## config.mk

```make
export PLATFORM = sky130hd
export DESIGN_NAME = glue_logic_unit
export DESIGN_NICKNAME = d
export VERILOG_FILES = /design/src/verilog/glue_logic_pkg.sv /design/src/verilog/glue_logic_unit.sv
export SDC_FILE = /design/constraint.sdc
export NUM_CORES = 1
export LEC_CHECK = 0
export ABC_AREA = 1
export BUFFER_PORTS_ARGS = -buffer_cell sky130_fd_sc_hd__buf_4
export CORE_MARGIN = 1
export CORE_UTILIZATION = 45
export CTS_CLUSTER_SIZE = 16
export DETAILED_ROUTE_END_ITERATION = 16
export GPL_TIMING_DRIVEN = 0
export PLACE_DENSITY = 0.76
export SYNTH_ARGS = -nofsm -noshare
export SYNTH_HDL_FRONTEND = slang
export SYNTH_SLANG_ARGS = --single-unit
```

## constraint.sdc

```tcl
create_clock -name ref_clk -period 3.45 [get_ports ref_clk]
set_input_delay 0.345 -clock ref_clk [delete_from_list [all_inputs] [get_ports ref_clk]]
set_output_delay 0.345 -clock ref_clk [all_outputs]
set_load 0.03 [all_outputs]
```

## src/verilog/glue_logic_pkg.sv

```systemverilog
// constants and encodings shared by the glue logic unit
package glue_logic_pkg;
	// ************************************************************
	// sizes
	// ************************************************************
	localparam int NUM_TABLES = 2; // one even/odd pair
	localparam int APB_ADDR_W = 8;
	localparam int APB_DATA_W = 32;
	localparam int SEL_W = 4; // input source field width
	localparam int FILT_W = 2; // filter field width
	localparam int SEQ_W = 4; // sequential field width
	localparam int TRUTH_W = 8; // truth register width
	localparam int SHIFT_STAGES = 4; // filter shift chain length
	localparam int SYNC_TAP = 1; // synchronizer tap in the chain

	// ************************************************************
	// register indices (byte address is four times the index)
	// ************************************************************
	localparam logic [5:0] IDX_GLOBAL = 6'h00;
	localparam logic [5:0] IDX_SEQ = 6'h01;
	localparam logic [5:0] IDX_TABLE_BASE = 6'h05;
	localparam logic [5:0] IDX_TABLE_STRIDE = 6'h04;
	localparam logic [1:0] OFS_CTRL_A = 2'h0;
	localparam logic [1:0] OFS_CTRL_B = 2'h1;
	localparam logic [1:0] OFS_CTRL_C = 2'h2;
	localparam logic [1:0] OFS_TRUTH = 2'h3;
	localparam logic [7:0] RESET_BYTE = 8'h00;

	// ************************************************************
	// field positions
	// ************************************************************
	localparam int BIT_ENABLE = 0; // global and table enable
	localparam int BIT_STANDBY = 6; // run_in_standby, global reg
	localparam int BIT_OUT_EN = 3;
	localparam int BIT_FILT_LO = 4;
	localparam int BIT_CLK_SEL = 6;
	localparam int BIT_EDGE = 7;
	localparam int BIT_SEL0_LO = 0;
	localparam int BIT_SEL1_LO = 4;
	localparam int BIT_SEL2_LO = 0;
	// decode result layout
	localparam int DEC_VALID = 4;
	localparam int DEC_TABLE = 3;
	localparam int DEC_TNUM = 2;

	// ************************************************************
	// encodings
	// ************************************************************
	localparam logic [3:0] SEQ_OFF = 4'h0;
	localparam logic [3:0] SEQ_GATED_FF = 4'h1;
	localparam logic [3:0] SEQ_JK = 4'h2;
	localparam logic [3:0] SEQ_GATED_LATCH = 4'h3;
	localparam logic [3:0] SEQ_RS = 4'h4;
	localparam logic [1:0] FILT_NONE = 2'h0;
	localparam logic [1:0] FILT_SYNC = 2'h1;
	localparam logic [1:0] FILT_FILTER = 2'h2;
	localparam logic [3:0] SRC_MASK = 4'h0;
	localparam logic [3:0] SRC_FEEDBACK = 4'h1;
	localparam logic [3:0] SRC_LINK = 4'h2;
	localparam logic [3:0] SRC_EVENT_A = 4'h3;
	localparam logic [3:0] SRC_EVENT_B = 4'h4;
	localparam logic [3:0] SRC_PIN = 4'h5;
	localparam logic [3:0] SRC_COMPARATOR = 4'h6;
	localparam logic [3:0] SRC_TIMER = 4'h7;
endpackage : glue_logic_pkg

```

## src/verilog/glue_logic_unit.sv

```systemverilog
// glue logic unit: two truth tables, filters, sequential element, apb
`timescale 1ns/100ps
// Notes on behaviour
// - sequential select writable only while even table off
// - table control bits locked while that table enabled
// - enabling write accepts locked bits; disabling write not
// - global and per-table enable bits switch on/off
// - output is truth bit indexed by inputs
// - three inputs, each with own source select
// - feedback source carries the sequential output
// - linked source carries next table's direct output
// - two event lines selectable; software routes them first
// - synchronizer or filter delays two to five cycles
// - filter and edge state cleared one cycle after disable
// - edge detector pulses on rising edge
// - sequential element fed from filtered/edge table outputs
// - flip-flop modes clocked by even table's clock; latch modes are not
// - even table disable clears sequential element
// - gated flip-flop: gate high loads data on edge
// - jk flip-flop: hold, clear, set, toggle
// - gated latch follows data while gate high
// - rs latch: set, clear, hold; both high forbidden
// - input 2 clock select: clocks table, masks input 2
// - table outputs offered as events; events usable inputs
// - sequential select encodings zero to four
// - filter select encodings none, sync, filter
module glue_logic_unit #(
	parameter int ADDR_W = glue_logic_pkg::APB_ADDR_W
) (
	// clock and reset
	input wire logic ref_clk,
	input wire logic rst,
	// apb slave
	input wire logic psel,
	input wire logic penable,
	input wire logic pwrite,
	input wire logic [ADDR_W-1:0] paddr,
	input wire logic [31:0] pwdata,
	output logic [31:0] prdata,
	output logic pready,
	output logic pslverr,
	// input sources: pins are table*3+input, events asynchronous
	input wire logic [5:0] table_pin_in,
	input wire logic event_input_a,
	input wire logic event_input_b,
	input wire logic comparator_out,
	input wire logic [2:0] timer_wave,
	// outputs, one bit per table
	output logic [1:0] table_output,
	output logic [1:0] table_output_event,
	output logic [1:0] table_pin_out,
	output logic [1:0] table_pin_drive
);
	// ************************************************************
	// elaboration checks
	// ************************************************************
	if (ADDR_W < glue_logic_pkg::APB_ADDR_W) begin : g_chk
		$error("address width too small for the register map");
	end

	// ************************************************************
	// configuration registers
	// ************************************************************
	logic global_en; // whole unit on
	logic run_in_standby; // stored only, no sleep logic here
	logic [3:0] seq_sel; // seq_function_select
	logic [1:0] tab_en; // per-table enable
	logic [1:0] edge_en; // edge_detect_enable
	logic [1:0] clk_sel; // table_clock_select
	logic [1:0] out_en; // pin override
	logic [1:0] filt_sel [glue_logic_pkg::NUM_TABLES];
	logic [3:0] sel0 [glue_logic_pkg::NUM_TABLES];
	logic [3:0] sel1 [glue_logic_pkg::NUM_TABLES];
	logic [3:0] sel2 [glue_logic_pkg::NUM_TABLES];
	logic [7:0] truth_register [glue_logic_pkg::NUM_TABLES];

	// ************************************************************
	// datapath state
	// ************************************************************
	logic [5:0] pin_meta; // first synchroniser stage
	logic [5:0] pin_sync;
	logic [1:0] ev_meta; // first synchroniser stage
	logic [1:0] ev_sync;
	logic [3:0] shift [glue_logic_pkg::NUM_TABLES]; // filter chain
	logic [1:0] filt_q; // filter decision
	logic [1:0] edge_prev; // edge detector history
	logic [1:0] src2_prev; // input 2 history for clock edges
	logic seq_q; // sequential element output
	wire [1:0] run; // table live
	wire [1:0] lut_val; // direct truth output
	wire [1:0] src2_raw; // unmasked input 2 source
	wire [1:0] tick; // table clock event
	wire [1:0] filt_out;
	wire [1:0] stage; // after filter and edge detector
	wire [1:0] fin; // final table value
	wire [2:0] in_vec [glue_logic_pkg::NUM_TABLES];

	// ************************************************************
	// helper functions
	// ************************************************************
	// source mux, shared by all six inputs
	function automatic logic pick_source(input logic [3:0] sel,
			input logic fb, input logic link, input logic pin,
			input logic ev_a, input logic ev_b, input logic cmp,
			input logic tmr);
		logic v;
		v = 1'b0; // masked and reserved codes read low
		case (sel)
			glue_logic_pkg::SRC_FEEDBACK: v = fb;
			glue_logic_pkg::SRC_LINK: v = link;
			glue_logic_pkg::SRC_EVENT_A: v = ev_a;
			glue_logic_pkg::SRC_EVENT_B: v = ev_b;
			glue_logic_pkg::SRC_PIN: v = pin;
			glue_logic_pkg::SRC_COMPARATOR: v = cmp;
			glue_logic_pkg::SRC_TIMER: v = tmr;
			default: v = 1'b0;
		endcase
		return v;
	endfunction : pick_source

	// address decode, used for read, write and error answer
	function automatic logic [4:0] decode(input logic [ADDR_W-1:0] a);
		logic [5:0] idx;
		logic [5:0] rel;
		logic [4:0] d;
		idx = a[7:2];
		rel = idx - glue_logic_pkg::IDX_TABLE_BASE;
		d = 5'h00;
		if (a[1:0] != 2'h0 || (a >> 8) != '0) begin
			d = 5'h00; // misaligned or out of range
		end else if (idx == glue_logic_pkg::IDX_GLOBAL) begin
			d = 5'h10;
		end else if (idx == glue_logic_pkg::IDX_SEQ) begin
			d = 5'h11;
		end else if (idx >= glue_logic_pkg::IDX_TABLE_BASE &&
				rel < 6'(glue_logic_pkg::IDX_TABLE_STRIDE *
				glue_logic_pkg::NUM_TABLES)) begin
			d = {2'h3, rel[2], rel[1:0]};
		end
		return d;
	endfunction : decode

	// ************************************************************
	// apb slave: one wait state, write lands when pready is high
	// ************************************************************
	wire access = psel & penable;
	wire wr_fire = access & pready & pwrite;
	wire [4:0] dec = decode(paddr);
	wire dec_tnum = dec[glue_logic_pkg::DEC_TNUM];
	logic [31:0] rd_word;

	// read mux, reserved bits read zero
	always_comb begin
		rd_word = '0;
		if (dec[glue_logic_pkg::DEC_TABLE]) begin
			case (dec[1:0])
				glue_logic_pkg::OFS_CTRL_A: begin
					rd_word[glue_logic_pkg::BIT_EDGE] = edge_en[dec_tnum];
					rd_word[glue_logic_pkg::BIT_CLK_SEL] = clk_sel[dec_tnum];
					rd_word[glue_logic_pkg::BIT_FILT_LO +:
						glue_logic_pkg::FILT_W] = filt_sel[dec_tnum];
					rd_word[glue_logic_pkg::BIT_OUT_EN] = out_en[dec_tnum];
					rd_word[glue_logic_pkg::BIT_ENABLE] = tab_en[dec_tnum];
				end
				glue_logic_pkg::OFS_CTRL_B: begin
					rd_word[glue_logic_pkg::BIT_SEL0_LO +:
						glue_logic_pkg::SEL_W] = sel0[dec_tnum];
					rd_word[glue_logic_pkg::BIT_SEL1_LO +:
						glue_logic_pkg::SEL_W] = sel1[dec_tnum];
				end
				glue_logic_pkg::OFS_CTRL_C: begin
					rd_word[glue_logic_pkg::BIT_SEL2_LO +:
						glue_logic_pkg::SEL_W] = sel2[dec_tnum];
				end
				default: begin
					rd_word[glue_logic_pkg::TRUTH_W-1:0] =
						truth_register[dec_tnum];
				end
			endcase
		end else if (dec[glue_logic_pkg::DEC_VALID]) begin
			if (dec[0]) begin
				rd_word[glue_logic_pkg::SEQ_W-1:0] = seq_sel;
			end else begin
				rd_word[glue_logic_pkg::BIT_STANDBY] = run_in_standby;
				rd_word[glue_logic_pkg::BIT_ENABLE] = global_en;
			end
		end
	end

	// bus answer, registered so every output leaves a flop
	always_ff @(posedge ref_clk) begin
		if (rst) begin
			pready <= 1'b0;
			prdata <= '0;
			pslverr <= 1'b0;
		end else begin
			pready <= access & ~pready;
			if (access & ~pready) begin
				prdata <= pwrite ? '0 : rd_word;
				pslverr <= ~dec[glue_logic_pkg::DEC_VALID];
			end
		end
	end

	// register writes with enable protection
	always_ff @(posedge ref_clk) begin
		if (rst) begin
			global_en <= 1'b0;
			run_in_standby <= 1'b0;
			seq_sel <= glue_logic_pkg::SEQ_OFF;
			tab_en <= '0;
			edge_en <= '0;
			clk_sel <= '0;
			out_en <= '0;
			for (int n = 0; n < glue_logic_pkg::NUM_TABLES; n++) begin
				filt_sel[n] <= glue_logic_pkg::FILT_NONE;
				sel0[n] <= glue_logic_pkg::SRC_MASK;
				sel1[n] <= glue_logic_pkg::SRC_MASK;
				sel2[n] <= glue_logic_pkg::SRC_MASK;
				truth_register[n] <= glue_logic_pkg::RESET_BYTE;
			end
		end else if (wr_fire && dec == 5'h10) begin
			global_en <= pwdata[glue_logic_pkg::BIT_ENABLE];
			run_in_standby <= pwdata[glue_logic_pkg::BIT_STANDBY];
		end else if (wr_fire && dec == 5'h11) begin
			// locked while the even table's enable bit is set
			if (!tab_en[0]) begin
				seq_sel <= pwdata[glue_logic_pkg::SEQ_W-1:0];
			end
		end else if (wr_fire && dec[glue_logic_pkg::DEC_TABLE]) begin
			case (dec[1:0])
				glue_logic_pkg::OFS_CTRL_A: begin
					tab_en[dec_tnum] <= pwdata[glue_logic_pkg::BIT_ENABLE];
					// old enable decides: while enabled, only the enable bit is written
					if (!tab_en[dec_tnum]) begin
						edge_en[dec_tnum] <= pwdata[glue_logic_pkg::BIT_EDGE];
						clk_sel[dec_tnum] <= pwdata[glue_logic_pkg::BIT_CLK_SEL];
						out_en[dec_tnum] <= pwdata[glue_logic_pkg::BIT_OUT_EN];
						filt_sel[dec_tnum] <= pwdata[glue_logic_pkg::BIT_FILT_LO +:
							glue_logic_pkg::FILT_W];
					end
				end
				glue_logic_pkg::OFS_CTRL_B: begin
					if (!tab_en[dec_tnum]) begin
						sel0[dec_tnum] <= pwdata[glue_logic_pkg::BIT_SEL0_LO +:
							glue_logic_pkg::SEL_W];
						sel1[dec_tnum] <= pwdata[glue_logic_pkg::BIT_SEL1_LO +:
							glue_logic_pkg::SEL_W];
					end
				end
				glue_logic_pkg::OFS_CTRL_C: begin
					if (!tab_en[dec_tnum]) begin
						sel2[dec_tnum] <= pwdata[glue_logic_pkg::BIT_SEL2_LO +:
							glue_logic_pkg::SEL_W];
					end
				end
				default: begin
					truth_register[dec_tnum] <=
						pwdata[glue_logic_pkg::TRUTH_W-1:0];
				end
			endcase
		end
	end

	// ************************************************************
	// input synchronisers: pins and events are asynchronous
	// ************************************************************
	always_ff @(posedge ref_clk) begin
		if (rst) begin
			pin_meta <= '0;
			pin_sync <= '0;
			ev_meta <= '0;
			ev_sync <= '0;
		end else begin
			pin_meta <= table_pin_in;
			pin_sync <= pin_meta;
			ev_meta <= {event_input_b, event_input_a};
			ev_sync <= ev_meta;
		end
	end

	// ************************************************************
	// per-table truth lookup, clocking, filter, edge detector
	// ************************************************************
	for (genvar gn = 0; gn < glue_logic_pkg::NUM_TABLES; gn++) begin : g_tab
		wire link_val;
		// last table has no successor, so link reads low
		if (gn + 1 < glue_logic_pkg::NUM_TABLES) begin : g_link
			assign link_val = lut_val[gn+1];
		end else begin : g_nolink
			assign link_val = 1'b0;
		end
		assign src2_raw[gn] = pick_source(sel2[gn], seq_q, link_val,
			pin_sync[gn*3+2], ev_sync[0], ev_sync[1], comparator_out,
			timer_wave[2]);
		assign in_vec[gn][0] = pick_source(sel0[gn], seq_q, link_val,
			pin_sync[gn*3], ev_sync[0], ev_sync[1], comparator_out,
			timer_wave[0]);
		assign in_vec[gn][1] = pick_source(sel1[gn], seq_q, link_val,
			pin_sync[gn*3+1], ev_sync[0], ev_sync[1], comparator_out,
			timer_wave[1]);
		// input 2 used as clock reads as masked
		assign in_vec[gn][2] = clk_sel[gn] ? 1'b0 : src2_raw[gn];
		assign lut_val[gn] = truth_register[gn][in_vec[gn]];
		assign run[gn] = global_en & tab_en[gn];
		// input 2 clock is sampled, so it must be slower than ref_clk
		assign tick[gn] = clk_sel[gn] ?
			(src2_raw[gn] & ~src2_prev[gn]) : 1'b1;
		assign filt_out[gn] =
			(filt_sel[gn] == glue_logic_pkg::FILT_SYNC) ?
			shift[gn][glue_logic_pkg::SYNC_TAP] :
			(filt_sel[gn] == glue_logic_pkg::FILT_FILTER) ?
			filt_q[gn] : lut_val[gn];
		assign stage[gn] = edge_en[gn] ?
			(filt_out[gn] & ~edge_prev[gn]) : filt_out[gn];

		// filter chain and edge history, cleared once table drops
		always_ff @(posedge ref_clk) begin
			if (rst || !run[gn]) begin
				shift[gn] <= '0;
				filt_q[gn] <= 1'b0;
				edge_prev[gn] <= 1'b0;
			end else if (tick[gn]) begin
				shift[gn] <= {shift[gn][glue_logic_pkg::SHIFT_STAGES-2:0],
					lut_val[gn]};
				// filter moves only on three agreeing samples
				if (&shift[gn][glue_logic_pkg::SHIFT_STAGES-1:
						glue_logic_pkg::SYNC_TAP] ||
						~|shift[gn][glue_logic_pkg::SHIFT_STAGES-1:
						glue_logic_pkg::SYNC_TAP]) begin
					filt_q[gn] <= shift[gn][glue_logic_pkg::SHIFT_STAGES-1];
				end
				edge_prev[gn] <= filt_out[gn];
			end
		end

		// history of input 2 for clock edge detection
		always_ff @(posedge ref_clk) begin
			if (rst) begin
				src2_prev[gn] <= 1'b0;
			end else begin
				src2_prev[gn] <= src2_raw[gn];
			end
		end
	end

	// ************************************************************
	// sequential element of the pair
	// ************************************************************
	// even table supplies data/j/set, odd table gate/k/reset
	always_ff @(posedge ref_clk) begin
		if (rst || !run[0]) begin
			seq_q <= 1'b0;
		end else begin
			case (seq_sel)
				glue_logic_pkg::SEQ_GATED_FF: begin
					if (tick[0] && stage[1]) begin
						seq_q <= stage[0];
					end
				end
				glue_logic_pkg::SEQ_JK: begin
					if (tick[0]) begin
						case ({stage[0], stage[1]})
							2'h1: seq_q <= 1'b0;
							2'h2: seq_q <= 1'b1;
							2'h3: seq_q <= ~seq_q;
							default: seq_q <= seq_q;
						endcase
					end
				end
				glue_logic_pkg::SEQ_GATED_LATCH: begin
					if (stage[1]) begin
						seq_q <= stage[0];
					end
				end
				glue_logic_pkg::SEQ_RS: begin
					// both high is forbidden; it simply holds here
					if (stage[0] && !stage[1]) begin
						seq_q <= 1'b1;
					end else if (stage[1] && !stage[0]) begin
						seq_q <= 1'b0;
					end
				end
				default: seq_q <= seq_q;
			endcase
		end
	end

	// with a function chosen, the even table shows the element
	assign fin[0] = (seq_sel == glue_logic_pkg::SEQ_GATED_FF ||
		seq_sel == glue_logic_pkg::SEQ_JK ||
		seq_sel == glue_logic_pkg::SEQ_GATED_LATCH ||
		seq_sel == glue_logic_pkg::SEQ_RS) ? seq_q : stage[0];
	assign fin[1] = stage[1];

	// ************************************************************
	// registered outputs
	// ************************************************************
	always_ff @(posedge ref_clk) begin
		if (rst) begin
			table_output <= '0;
			table_output_event <= '0;
			table_pin_out <= '0;
			table_pin_drive <= '0;
		end else begin
			table_output <= run & fin;
			table_output_event <= run & fin;
			table_pin_out <= run & out_en & fin;
			table_pin_drive <= run & out_en;
		end
	end
endmodule : glue_logic_unit

```

== Word-level counts from Yosys, hierarchy flattened ==
Memory sizes are Yosys's and may differ from the RTL's.
Cells that the tools add are included.
W data, S select, Z words.
Storage, ports and cells
  memories kept: 6
  bits in registers: 77
  bits in writable memories: 52
  bits of input ports: 57
  logic and storage cells: 278
Operators by class
  bitwise logic cells: 26
  $add $sub $neg: 1
  muxes and demuxes: 114
  reduce and logical (&&, ||, !) cells: 41
  order comparisons: 6
  equality and inequality tests: 60
Memory list
  truth_register: words 2, width 8, rd ports 3, clocked after Yosys merged registers in 0, write ports 2, RTL line glue_logic_unit.sv:75  | logic [7:0] truth_register [glue_logic_pkg::NUM_TABLES];
  sel0: words 2, width 4, rd ports 3, clocked after Yosys merged registers in 0, write ports 2, RTL line glue_logic_unit.sv:72  | logic [3:0] sel0 [glue_logic_pkg::NUM_TABLES];
  sel1: words 2, width 4, rd ports 3, clocked after Yosys merged registers in 0, write ports 2, RTL line glue_logic_unit.sv:73  | logic [3:0] sel1 [glue_logic_pkg::NUM_TABLES];
  sel2: words 2, width 4, rd ports 3, clocked after Yosys merged registers in 0, write ports 2, RTL line glue_logic_unit.sv:74  | logic [3:0] sel2 [glue_logic_pkg::NUM_TABLES];
  shift: words 2, width 4, rd ports 2, clocked after Yosys merged registers in 0, write ports 2, RTL line glue_logic_unit.sv:84  | logic [3:0] shift [glue_logic_pkg::NUM_TABLES];
  filt_sel: words 2, width 2, rd ports 3, clocked after Yosys merged registers in 0, write ports 2, RTL line glue_logic_unit.sv:71  | logic [1:0] filt_sel [glue_logic_pkg::NUM_TABLES];
Operators with widths (number)
  $eq A4 B3 Y1 const B: 25
  $mux W1: 79
  $eq A4 B2 Y1 const B: 11
  $eq A4 B1 Y1 const B: 7
  $mux W4: 7
  $pmux W1 S7: 3
  $mux W5: 4
  $pmux W1 S6: 3
  $mux W8: 2
  $pmux W4 S3: 1
  $reduce_or A4 Y1: 3
  $not A1 Y1: 11
  $and A1 B1 Y1: 10
  $eq A2 B2 Y1 const B: 5
  $eq A5 B5 Y1 const B: 2
  $pmux W1 S3: 3
  $reduce_and A3 Y1: 3
  $reduce_or A3 Y1: 3
  $bwmux W2: 4
  $eq A2 B1 Y1 const B: 4
  $logic_and A1 B1 Y1: 8
  $lt A3 B4 Y1 const B: 2
  $reduce_or A8 Y1: 1
  $logic_or A1 B1 Y1: 7
  27 further kinds: 40

== Longest topological paths before layout ==
Gate-level depths: netlist (run 1).
An unclocked memory read counts as a cell.
  depth in word-level cells: 19
  depth in mapped cells: 26

== Worst setup path after synthesis (run 1) ==
OpenSTA, ideal clock, no wires.
  path kind: flip-flop to flip-flop
  from: mem sel0[1][1]
  to: reg seq_q
  setup slack: 0.851 ns
  buffers on the path: 1
  data required time: 3.332 ns
  clock period less this slack: 2.599 ns
  library setup time: 0.118 ns
  arrival time: 2.481 ns
  cell stages (with the launch flop): 26
  path through: edfxtp_1 buf_2 inv_2 nand2_1 nand3_1 nand2_1 nand2_1 nand2_2 nand2_1 nand3_2 nand3_4 nand3_2 nand2_2 inv_2 nor2_2 inv_1 nand3_2 nand3_2 nand3_2 inv_1 ha_1 inv_1 a21oi_1 o211ai_1 a21oi_1 a21oi_1
RTL lines
  start, declared: RTL line glue_logic_unit.sv:72
  end signal, assigned: RTL line glue_logic_unit.sv:358  | seq_q <= stage[0];
  end signal, assigned: RTL line glue_logic_unit.sv:366  | 2'h3: seq_q <= ~seq_q;
  end signal, assigned: RTL line glue_logic_unit.sv:367  | default: seq_q <= seq_q;
  end, declared: RTL line glue_logic_unit.sv:88  | logic seq_q;

== Worst setup path after layout (run 1) ==
  from: reg seq_q
  to: reg seq_q
Between the ends
  longest elaborated chain between the ends: 16
  elaborated cells on any way between the ends: 43
  classes of those cells: 8 x eq/ne; 25 x mux; 4 x bitwise; 6 x reduce/logical
Ends and longest elaborated chain
  $pmux W1 S6: RTL line glue_logic_unit.sv:108  | case (sel)
  $mux W1: RTL line glue_logic_unit.sv:303  | assign in_vec[gn][2] = clk_sel[gn] ? 1'b0 : src2_raw[gn];
  $bmux W1 S3: RTL line glue_logic_unit.sv:304  | assign lut_val[gn] = truth_register[gn][in_vec[gn]];
  $mux W1 (not written as such): RTL line glue_logic_unit.sv:304
  $pmux W1 S7: RTL line glue_logic_unit.sv:108
  $mux W1: RTL line glue_logic_unit.sv:303
  $bmux W1 S3: RTL line glue_logic_unit.sv:304
  $mux W1 (not written as such): RTL line glue_logic_unit.sv:304
  $mux W1: RTL line glue_logic_unit.sv:312  | (filt_sel[gn] == glue_logic_pkg::FILT_FILTER) ?
  $mux W1: RTL line glue_logic_unit.sv:310  | (filt_sel[gn] == glue_logic_pkg::FILT_SYNC) ?
  $and A1 B1 Y1: RTL line glue_logic_unit.sv:315  | (filt_out[gn] & ~edge_prev[gn]) : filt_out[gn];
  $mux W1: RTL line glue_logic_unit.sv:314  | assign stage[gn] = edge_en[gn] ?
  $eq A2 B2 Y1 (tied with other cells): RTL line glue_logic_unit.sv:363  | case ({stage[0], stage[1]})
  $pmux W1 S3 or $logic_and A1 B1 Y1 (tied branches): RTL line glue_logic_unit.sv:363, glue_logic_unit.sv:380
  $mux W1 or $ne A3 B3 Y1 (tied branches)
  $pmux W1 S4 or $reduce_and A6 Y1 (tied branches)
Several ways; a longest one is shown, not always the timed one. The select of a mux whose other input is x is not followed.
A chain may end at the register's enable or synchronous reset.

==> reports/metrics.yaml, run 1 <==
drv_slew: 0
finalSetupViolations: 0
ys_types: 52
portBuffers: 50
initial_utilization: 0.471
p_per_area_mw_per_mm2: 395
tightest_slew_ns: 0.740
antenna_left: 0
cp.arrival_ns: 3.35
die_h_um: 115
antennaDiodeCount: 0
vdd_drop_max_uv: 226
syn2layout_area_growth_pct: 16.9
cts.clk_slew.worst_paths_ns: 0.07
p_leak_nw: 2.98
dp_cells: 959
ys.warnings.count: 0
coreArea_mm2: 0.0122
max_clock_freq_mhz: 322
cp.required_ns: 3.69
worstPathMaxFanout: 9
grt_start_max_net_pins: 17
antenna_found_initial: 0
crit_chain: "buf_2 -> nand2_1 -> nand3_1 -> nand2_1 -> nand2_1 -> nand2_2 -> nand2_1 -> nand3_2 -> nand3_4 -> nand3_2 -> nand2_2 -> inv_2 -> nor2_2 -> inv_1 -> nand3_2 -> nand3_2 -> nand3_2 -> inv_1 -> ha_1 -> inv_1 -> a21oi_1 -> o211ai_1 -> a21oi_1 -> a21oi_1"
die_w_um: 115
tritoncts: "done"
maxCapViolations: 0
multiInputGateArea_mm2: 0.00249
min_period_ns: 3.11
clockBufferDepth: 2
syn_area_mm2: 0.00575
cts_resized: 0
ys_seq_area_frac: 0.456
drt_pass1_iterations: 5
place_congestion: 0.959
dr.first_iter.drc_count: 489
placementRows: 40
hold_class: "input pin to register"
p_total_mw: 2.65
io_pins: 99
synth_edf_count: 52
postCtsHoldBufs: 0
cts.sinks: 105
cp_common_cell: "nand3_2"
cts_max_level: 3
grtUsageTotal: 0.231
clk_latency_ns: 0.35
synth_area_per_cell_um2: 8.01
drive_gt1_frac: 0.198
run_status: "finished clean"
drt-total-wl_um: 14500
tns_ns: 0
final.period_utilization: 0.900
drc: 0
cpMaxStageDelayCell: "dfxtp_1"
die-area_mm2: 0.0132
maxSlewHeadroom: 0.501
seq_area_mm2: 0.00262
numCtsBuffers: 9
grt_pass1_wl_um: 23000
first_global_vias: 4564
cp-end-kind: "register"
dp_worst_setup_slack_ns: 0.358
startpoint_type: "register"
crit_type: "register to register"
hold_violations: 0
syn_inst: 718
ys_ff_latch: 105
rsz0062_at_grt: "false"
instances_no_fill: 975
vias: 5049
critPathMaxStageDelay_ns: 0.30
yosys_most_used_dff: "dfxtp_1"
wl_per_cell_um: 14.8
finClkSkew_ns: 0.00779
finalWorstSetupSlack_ns: 0.343
routed_via_density: 5.18
grt_overflow: 0
post_cts_buffers: 0
clock-root-buffer: "clkbuf_16"
fillerInstances: 1149
synthArstFlopShare: 0
final_nets: 864
dp_hpwl_um: 10800
-- area by class of cell --
class                      count  area share
inverter                     121      0.0680
clock buffer                  15      0.0432
clock inverter                 1     0.00130
sequential                   105       0.390
timing repair buffer          50      0.0559
tap                          168      0.0313
buffer                        41      0.0395
multi-input combinational    474       0.371
-- critical path: cells and delay by family, from the launching register on --
family,cells,cell delay (ns)
flops,1,0.30
buf+inv,5,0.50
fa+ha+maj,1,0.27
compound gates,4,0.46
simple gates,14,1.46
-- routing by layer --
metal | global-route usage | vias to the layer above | wire length (µm)
met2 | 0.369 | 224 | 6710
met5 | 0 | - | 0
li1 | - | 2491 | -
met4 | 0.0857 | 0 | 290
met1 | 0.305 | 2315 | 6080
met3 | 0.0548 | 19 | 1400
-- worst paths after layout --
check                               from                     end  slack [ns]  depth (start not counted)
hold / removal           table_pin_in[4]  pin_meta[4]$_SDFF_PP0_        0.19                          3
setup reg to reg      seq_q$_SDFFE_PP0P_      seq_q$_SDFFE_PP0P_        0.34                         24
setup / recovery      seq_q$_SDFFE_PP0P_      seq_q$_SDFFE_PP0P_        0.34                         24
hold reg to reg   pin_meta[2]$_SDFF_PP0_  pin_sync[2]$_SDFF_PP0_        0.40                          2
-- registers in the layout, summed over array words and instances, names as in the netlist, 4 cells and up --
register / cells
truth_register: 16
prdata: 8
sel0: 8
sel1: 8
sel2: 8
shift: 8
pin_meta: 6
pin_sync: 6
filt_sel: 4
seq_sel: 4
-- where the power goes --
| group | internal, mW | switching (mW) | total, mW | leakage [nW] |
|---|---|---|---|---|
| logic | 0.0933 | 0.186 | 0.280 | 1.85 |
| registers | 1.33 | 0.0198 | 1.35 | 0.985 |
| clock network | 0.578 | 0.441 | 1.02 | 0.148 |
-- cell families (layout without fill, tap and decap cells) --
family,count (synthesis),count (layout),synth area share
simple gates,329,329,0.280
compound gates,115,115,0.125
buf+inv,162,228,0.126
flops,105,105,0.456
xor+xnor,1,1,0.00152
other cells,1,24,0.000652
fa+ha+maj,5,5,0.0109
-- cell usage in the layout (no fill, tap or decap), drive strengths merged, types with 5 or more instances in the layout --
master / count
o21ai: 39
o211ai: 9
dfxtp: 53
o31ai: 5
o22ai: 9
conb: 24
edfxtp: 52
inv: 119
clkbuf: 21
nor3: 9
buf: 85
nand4: 17
a211oi: 5
nand2: 116
a21oi: 35
nor2: 117
ha: 5
nand3: 64
-- synthesized netlist by cell type, types with 4 or more instances --
master | n | area share
a211oi_1 | 5 | 0.0065
a21oi_1 | 33 | 0.029
buf_2 | 8 | 0.0070
buf_4 | 27 | 0.035
clkbuf_1 | 6 | 0.0039
dfxtp_1 | 53 | 0.18
edfxtp_1 | 52 | 0.27
ha_1 | 5 | 0.011
inv_1 | 104 | 0.068
inv_2 | 14 | 0.0091
nand2_1 | 107 | 0.070
nand2_2 | 6 | 0.0065
nand3_1 | 48 | 0.042
nand3_2 | 13 | 0.023
nand4_1 | 15 | 0.016
nor2_1 | 107 | 0.070
nor2_2 | 6 | 0.0065
nor3_1 | 8 | 0.0070
o211ai_1 | 8 | 0.010
o21ai_0 | 33 | 0.029
o21ai_1 | 6 | 0.0052
o22ai_1 | 9 | 0.0098
o31ai_1 | 4 | 0.0052
-- per-stage QoR --
stage / util / cell area [µm²] / hold slack [ns]
CTS: 0.550 / 6720 / 0.187
detailed placement: 0.526 / 6420 / 0.395
finish: 0.550 / 6720 / 0.195
global placement: 0.526 / 6420 / 0.391
floorplan: - / 5830 / 0.388
global route: 0.550 / 6720 / 0.207
No activity file was read; power rests on OpenSTA's default activity.
==> inputs of run 2 (changes only) <==
--- a/config.mk
+++ b/config.mk
@@ -7,7 +7,8 @@
 export LEC_CHECK = 0
 export ABC_AREA = 1
 export BUFFER_PORTS_ARGS = -buffer_cell sky130_fd_sc_hd__buf_4
-export CORE_MARGIN = 1
+export CORE_ASPECT_RATIO = 0.8
+export CORE_MARGIN = 3
 export CORE_UTILIZATION = 45
 export CTS_CLUSTER_SIZE = 16
 export DETAILED_ROUTE_END_ITERATION = 16
==> constraint.sdc (replaced) <==
create_clock -name ref_clk -period 3.45 [get_ports ref_clk]
set_input_delay 0.345 -clock ref_clk [delete_from_list [all_inputs] [get_ports ref_clk]]
set_output_delay 0.345 -clock ref_clk [all_outputs]
set_load 0.02 [all_outputs]
==> run 2 against run 1 <==
Clock skew is 0.00056 ns higher. Total power decreased by 2.5%. Die area increased by 7.1%. Sequential power about the same. Critical path depth grew 1. Design area shrank 0.26%. Register-to-register slack gained 0.06 ns. Combinational power is 5% lower. Clock-buffer cell count is 1 lower. Sequential cell count stayed put. Critical endpoint unchanged. Largest cell class unchanged.
==> reports/metrics.yaml, run 2 (synthesized netlist as in run 1, its figures left out) <==
drive_gt1_frac: 0.195  # -0.00372
placementRows: 36  # -10%
cts_resized: 0  # unchanged
seq_area_mm2: 0.00262  # unchanged
tns_ns: 0  # unchanged
numCtsBuffers: 9  # unchanged
drc: 0  # unchanged
hold_class: "input pin to register"
tritoncts: "done"
die-area_mm2: 0.0142  # +7.1%
antennaDiodeCount: 0  # unchanged
clock-root-buffer: "clkbuf_16"
vdd_drop_max_uv: 260  # +15%
vias: 5047  # -0.040%
worstPathMaxFanout: 8  # -1
grtUsageTotal: 0.206  # -0.0252
pwr-share-comb: 0.103  # -0.003
grt_pass1_wl_um: 23200  # +0.75%
p_per_area_mw_per_mm2: 386  # -2.2%
stdcell_area_mm2: 0.00670  # -0.26%
wl_per_cell_um: 14.9  # +0.25%
p_leak_nw: 2.97  # -0.49%
clockBufferDepth: 2  # unchanged
path_buf_inv: 6  # +1
min_period_ns: 3.05  # -0.0582 ns
dp_hpwl_um: 11100  # +2.7%
crit_type: "register to register"
first_global_vias: 4577  # +0.28%
grt_overflow: 0  # unchanged
switching_share: 0.242  # -0.00189
clkPwrFrac: 0.374  # -0.011
clk_latency_ns: 0.35  # about the same
critPathMaxStageDelay_ns: 0.37  # +0.07 ns
dr.first_iter.drc_count: 453  # -7.4%
cts.sinks: 105  # unchanged
finClkSkew_ns: 0.00835  # +0.000559 ns
cp.arrival_ns: 3.29  # -0.06 ns
initial_utilization: 0.466  # -0.00496
antenna_found_initial: 0  # unchanged
fillerInstances: 1173  # +2.1%
coreArea_mm2: 0.0123  # +1.1%
postCtsHoldBufs: 0  # unchanged
antenna_left: 0  # unchanged
drv_slew: 0  # unchanged
path_delay_family: "simple AND/OR/NAND/NOR gates"
max_clock_freq_mhz: 328  # +1.9%
cp-end-kind: "register"
final_nets: 864  # unchanged
run_status: "finished clean"
die_h_um: 107  # -6.9%
cp_common_cell: "nand3_2"
cp.required_ns: 3.69  # about the same
io_pins: 99  # unchanged
largest_register_ffs: 16  # unchanged
post_cts_buffers: 0  # unchanged
portBuffers: 50  # unchanged
final.period_utilization: 0.884  # -0.0169
grt_start_max_net_pins: 17  # unchanged
net-switching-power_mw: 0.626  # -3.2%
drt_pass1_iterations: 5  # unchanged
multiInputGateArea_mm2: 0.00249  # unchanged
place_area_mm2: 0.00642  # about the same
regMostFlops: "truth_register"
cts.clk_slew.worst_paths_ns: 0.07  # about the same
cts_max_level: 3  # unchanged
hold_violations: 0  # unchanged
rsz0062_at_grt: "false"
place_congestion: 1.01  # +5.6%
finalSetupViolations: 0  # unchanged
seqPwrFrac: 0.523  # +0.013
tightest_slew_ns: 0.672  # -0.0682 ns
routed_via_density: 5.16  # -0.35%
p_int_mw: 1.96  # -2.2%
syn2layout_area_growth_pct: 16.6
layout_common_cells: "107 x nor2_1, 107 x nand2_1, 104 x inv_1"
cpMaxStageDelayCell: "edfxtp_1"
maxCapViolations: 0  # unchanged
die_w_um: 132  # +15%
drt-total-wl_um: 14600  # +0.56%
startpoint_type: "register"
maxSlewHeadroom: 0.547  # +0.0461
run 2: changes by cell type in the layout (fill, tap and decap cells not counted), sizes merged:
| cell | previous run | this run |
|---|---|---|
| clkinv | 3 | 4 |
| clkbuf | 21 | 20 |
run 2: final cells by class:
type / instances / share of cell area
clock inverter: 2 / 0.00187
multi-input combinational: 474 / 0.372
tap: 171 / 0.0319
buffer: 41 / 0.0396
sequential: 105 / 0.391
clock buffer: 14 / 0.0396
timing repair buffer: 50 / 0.0560
inverter: 121 / 0.0681
run 2: stage by stage:
stage | power [mW] | cells | hold WS (ns) | worst slack, ns | utilization
after floorplan | 1.56 | 741 | 0.388 | 0.851 | -
after global routing | 2.68 | 978 | 0.205 | 0.128 | 0.543
after CTS | 2.59 | 978 | 0.196 | 0.419 | 0.543
after global placement | 1.64 | 962 | 0.392 | 0.396 | 0.520
after detailed placement | 1.64 | 962 | 0.394 | 0.367 | 0.520
final | 2.59 | 978 | 0.197 | 0.402 | 0.543
run 2: path summary, 6_finish.rpt:
kind | start | to | slack [ns] | depth (start not counted)
worst max-delay path | sel0[1][1]$_SDFFCE_PN0P_ | seq_q$_SDFFE_PP0P_ | 0.40 | 25
worst min-delay path | table_pin_in[2] | pin_meta[2]$_SDFF_PP0_ | 0.20 | 3
worst max register to register | sel0[1][1]$_SDFFCE_PN0P_ | seq_q$_SDFFE_PP0P_ | 0.40 | 25
worst min register to register | pin_meta[4]$_SDFF_PP0_ | pin_sync[4]$_SDFF_PP0_ | 0.40 | 2
run 2: power groups by stage:
stage	clock network (mW)	registers, mW	logic, mW
final	0.966	1.35	0.267
after global routing	1.03	1.36	0.294
after CTS	0.970	1.35	0.263
after detailed placement	0	1.38	0.262
after global placement	0	1.38	0.259
after floorplan	0	1.37	0.182
run 2: routing by layer:
metal / up-vias / global-route usage / share of wire
met5: - / 0 / 0
met4: 0 / 0.0645 / 0.023
met3: 32 / 0.0577 / 0.096
met2: 228 / 0.314 / 0.43
met1: 2292 / 0.285 / 0.45
li1: 2495 / - / -
run 2: worst reg2reg max path, stage by stage (launching register included):
cell	delay, ns
edfxtp_1	0.37
buf_2	0.19
inv_2	0.10
nand2_1	0.05
nand3_1	0.07
nand2_1	0.05
nand2_1	0.18
nand2_2	0.10
nand2_1	0.08
nand3_2	0.08
nand3_4	0.15
nand3_2	0.08
nand2_2	0.09
inv_2	0.05
nor2_2	0.10
inv_1	0.06
nand3_2	0.08
nand3_2	0.11
nand3_2	0.10
inv_1	0.07
ha_1	0.28
inv_1	0.04
a21oi_1	0.14
o211ai_1	0.13
a21oi_1	0.13
a21oi_1	0.07
==> inputs of run 3 (changes only) <==
--- a/config.mk
+++ b/config.mk
@@ -13,7 +13,8 @@
 export CTS_CLUSTER_SIZE = 16
 export DETAILED_ROUTE_END_ITERATION = 16
 export GPL_TIMING_DRIVEN = 0
-export PLACE_DENSITY = 0.76
+export PLACE_DENSITY = 0.74
 export SYNTH_ARGS = -nofsm -noshare
 export SYNTH_HDL_FRONTEND = slang
 export SYNTH_SLANG_ARGS = --single-unit
+export TNS_END_PERCENT = 30
==> run 3 against run 2 <==
Routed wire length increased by 1.1%. Sequential share of layout area about the same. Fmax increased by 0.52%. Worst setup slack improved by 0.016 ns. Design area about the same. Clock power increased by 0.7%. Die area unchanged. Largest power group unchanged. Highest routed layer unchanged.
==> reports/metrics.yaml, run 3 (synthesized netlist as in run 1, its figures left out) <==
wl_per_cell_um: 15.1  # +1.1%
routed_via_density: 5.08  # -1.5%
grtUsageTotal: 0.210  # +0.00442
die_h_um: 107  # unchanged
clockBufferDepth: 2  # unchanged
rsz0062_at_grt: "false"
antenna_found_initial: 0  # unchanged
maxSlewHeadroom: 0.556  # +0.00929
drt_pass1_iterations: 7  # +2
finClkSkew_ns: 0.0101  # +0.00171 ns
antennaDiodeCount: 0  # unchanged
tightest_slew_ns: 0.658  # -0.0138 ns
grt_start_max_net_pins: 18  # +1
initial_utilization: 0.466  # unchanged
antenna_left: 0  # unchanged
die_w_um: 132  # unchanged
cp.arrival_ns: 3.28  # about the same
min_period_ns: 3.03  # -0.0157 ns
fillerInstances: 1174  # +0.085%
max_clock_freq_mhz: 330  # +0.52%
worstPathMaxFanout: 8  # unchanged
startpoint: "sel0[1][1]$_SDFFCE_PN0P_"
vias: 4969  # -1.5%
critPathMaxStageDelay_ns: 0.37  # about the same
min_from: "table_pin_in[5]"
clkPwrFrac: 0.375  # about the same
cp-end-kind: "register"
p_per_area_mw_per_mm2: 387  # +0.23%
tritoncts: "done"
r2r_cells: 25  # unchanged
io_pins: 99  # unchanged
crit_type: "register to register"
final.period_utilization: 0.879  # -0.00454
coreArea_mm2: 0.0123  # unchanged
hold_violations: 0  # unchanged
startpoint_type: "register"
cp.required_ns: 3.69  # about the same
dp_hpwl_um: 11500  # +2.9%
regMostFlops: "truth_register"
vdd_drop_max_uv: 253  # -2.7%
die-area_mm2: 0.0142  # unchanged
cts_max_level: 3  # unchanged
hold_class: "input pin to register"
maxCapViolations: 0  # unchanged
placementRows: 36  # unchanged
pwr-share-comb: 0.103  # about the same
seqPwrFrac: 0.522  # about the same
p_leak_nw: 2.98  # +0.38%
drc: 0  # unchanged
net-switching-power_mw: 0.637  # +1.8%
largest_register_ffs: 16  # unchanged
dr.first_iter.drc_count: 419  # -7.5%
cts.sinks: 105  # unchanged
drive_gt1_frac: 0.200  # +0.00496
whs_path_depth: 3  # unchanged
grt_pass1_wl_um: 23500  # +1.3%
switching_share: 0.246  # +0.00355
final_nets: 864  # unchanged
final_util: 0.543  # about the same
postCtsHoldBufs: 0  # unchanged
syn2layout_area_growth_pct: 16.7  # about the same
cpMaxStageDelayCell: "edfxtp_1"
cp_common_cell: "nand3_2"
cts_resized: 0  # unchanged
r2r_start: "sel0[1][1]$_SDFFCE_PN0P_"
portBuffers: 50  # unchanged
clock-root-buffer: "clkbuf_16"
drt-total-wl_um: 14700  # +1.1%
finalSetupViolations: 0  # unchanged
run_status: "finished clean"
tns_ns: 0  # unchanged
clk_latency_ns: 0.35  # about the same
layout_common_cells: "107 x nor2_1, 107 x nand2_1, 104 x inv_1"
grt_overflow: 0  # unchanged
drv_slew: 0  # unchanged
cts.clk_slew.worst_paths_ns: 0.07  # about the same
post_cts_buffers: 0  # unchanged
p_int_mw: 1.96  # -0.18%
first_global_vias: 4616  # +0.85%
place_congestion: 1.00  # -0.98%
numCtsBuffers: 9  # unchanged
-- run 3: worst paths after layout --
check,to,slack (ns)
worst max-delay path,seq_q$_SDFFE_PP0P_,0.42
worst min-delay path,pin_meta[5]$_SDFF_PP0_,0.19
worst max register to register,seq_q$_SDFFE_PP0P_,0.42
worst min register to register,ev_sync[0]$_SDFF_PP0_,0.40
-- run 3: cell type report --
class,instances,area (µm²),share of cell area
Buffer,41,265,0.0396
Inverter,121,457,0.0681
Timing Repair Buffer,50,375,0.0560
Sequential cell,105,2620,0.391
Clock buffer,11,254,0.0379
Multi-Input combinational cell,474,2490,0.371
Clock inverter,5,27.5,0.00411
Tap cell,171,214,0.0319
-- run 3: power groups by stage --
stage          registers [mW]  logic, mW  clock network [mW]
6_report                 1.35      0.266               0.973
5_1_grt                  1.36      0.295                1.03
4_1_cts                  1.35      0.263               0.983
3_5_place_dp             1.38      0.262                   0
3_3_place_gp             1.38      0.261                   0
2_1_floorplan            1.37      0.182                   0
-- run 3: worst max-delay path, delay by kind of cell, from the launching register on --
family,cells,cell delay [ns]
and+or+nand+nor,14,1.34
AOI/OAI and AO/OA,4,0.47
adders and majority gates,1,0.27
DFF,1,0.37
buffers and inverters,6,0.47
-- run 3: through the flow --
step | cells | setup WS (ns) | power, mW | hold slack [ns] | area (µm²)
finish | 978 | 0.417 | 2.59 | 0.191 | 6710
global placement | 962 | 0.378 | 1.64 | 0.393 | 6420
global route | 978 | 0.127 | 2.68 | 0.202 | 6710
floorplan | 741 | 0.851 | 1.56 | 0.388 | 5830
detailed placement | 962 | 0.335 | 1.64 | 0.396 | 6420
CTS | 978 | 0.423 | 2.60 | 0.186 | 6710
-- run 3: routing by layer --
layer / vias to the layer above / GRT usage / part of all wire
li1: 2498 / - / -
met1: 2236 / 0.297 / 0.46
met2: 209 / 0.319 / 0.43
met3: 26 / 0.0455 / 0.082
met4: 0 / 0.0742 / 0.023
met5: - / 0 / 0
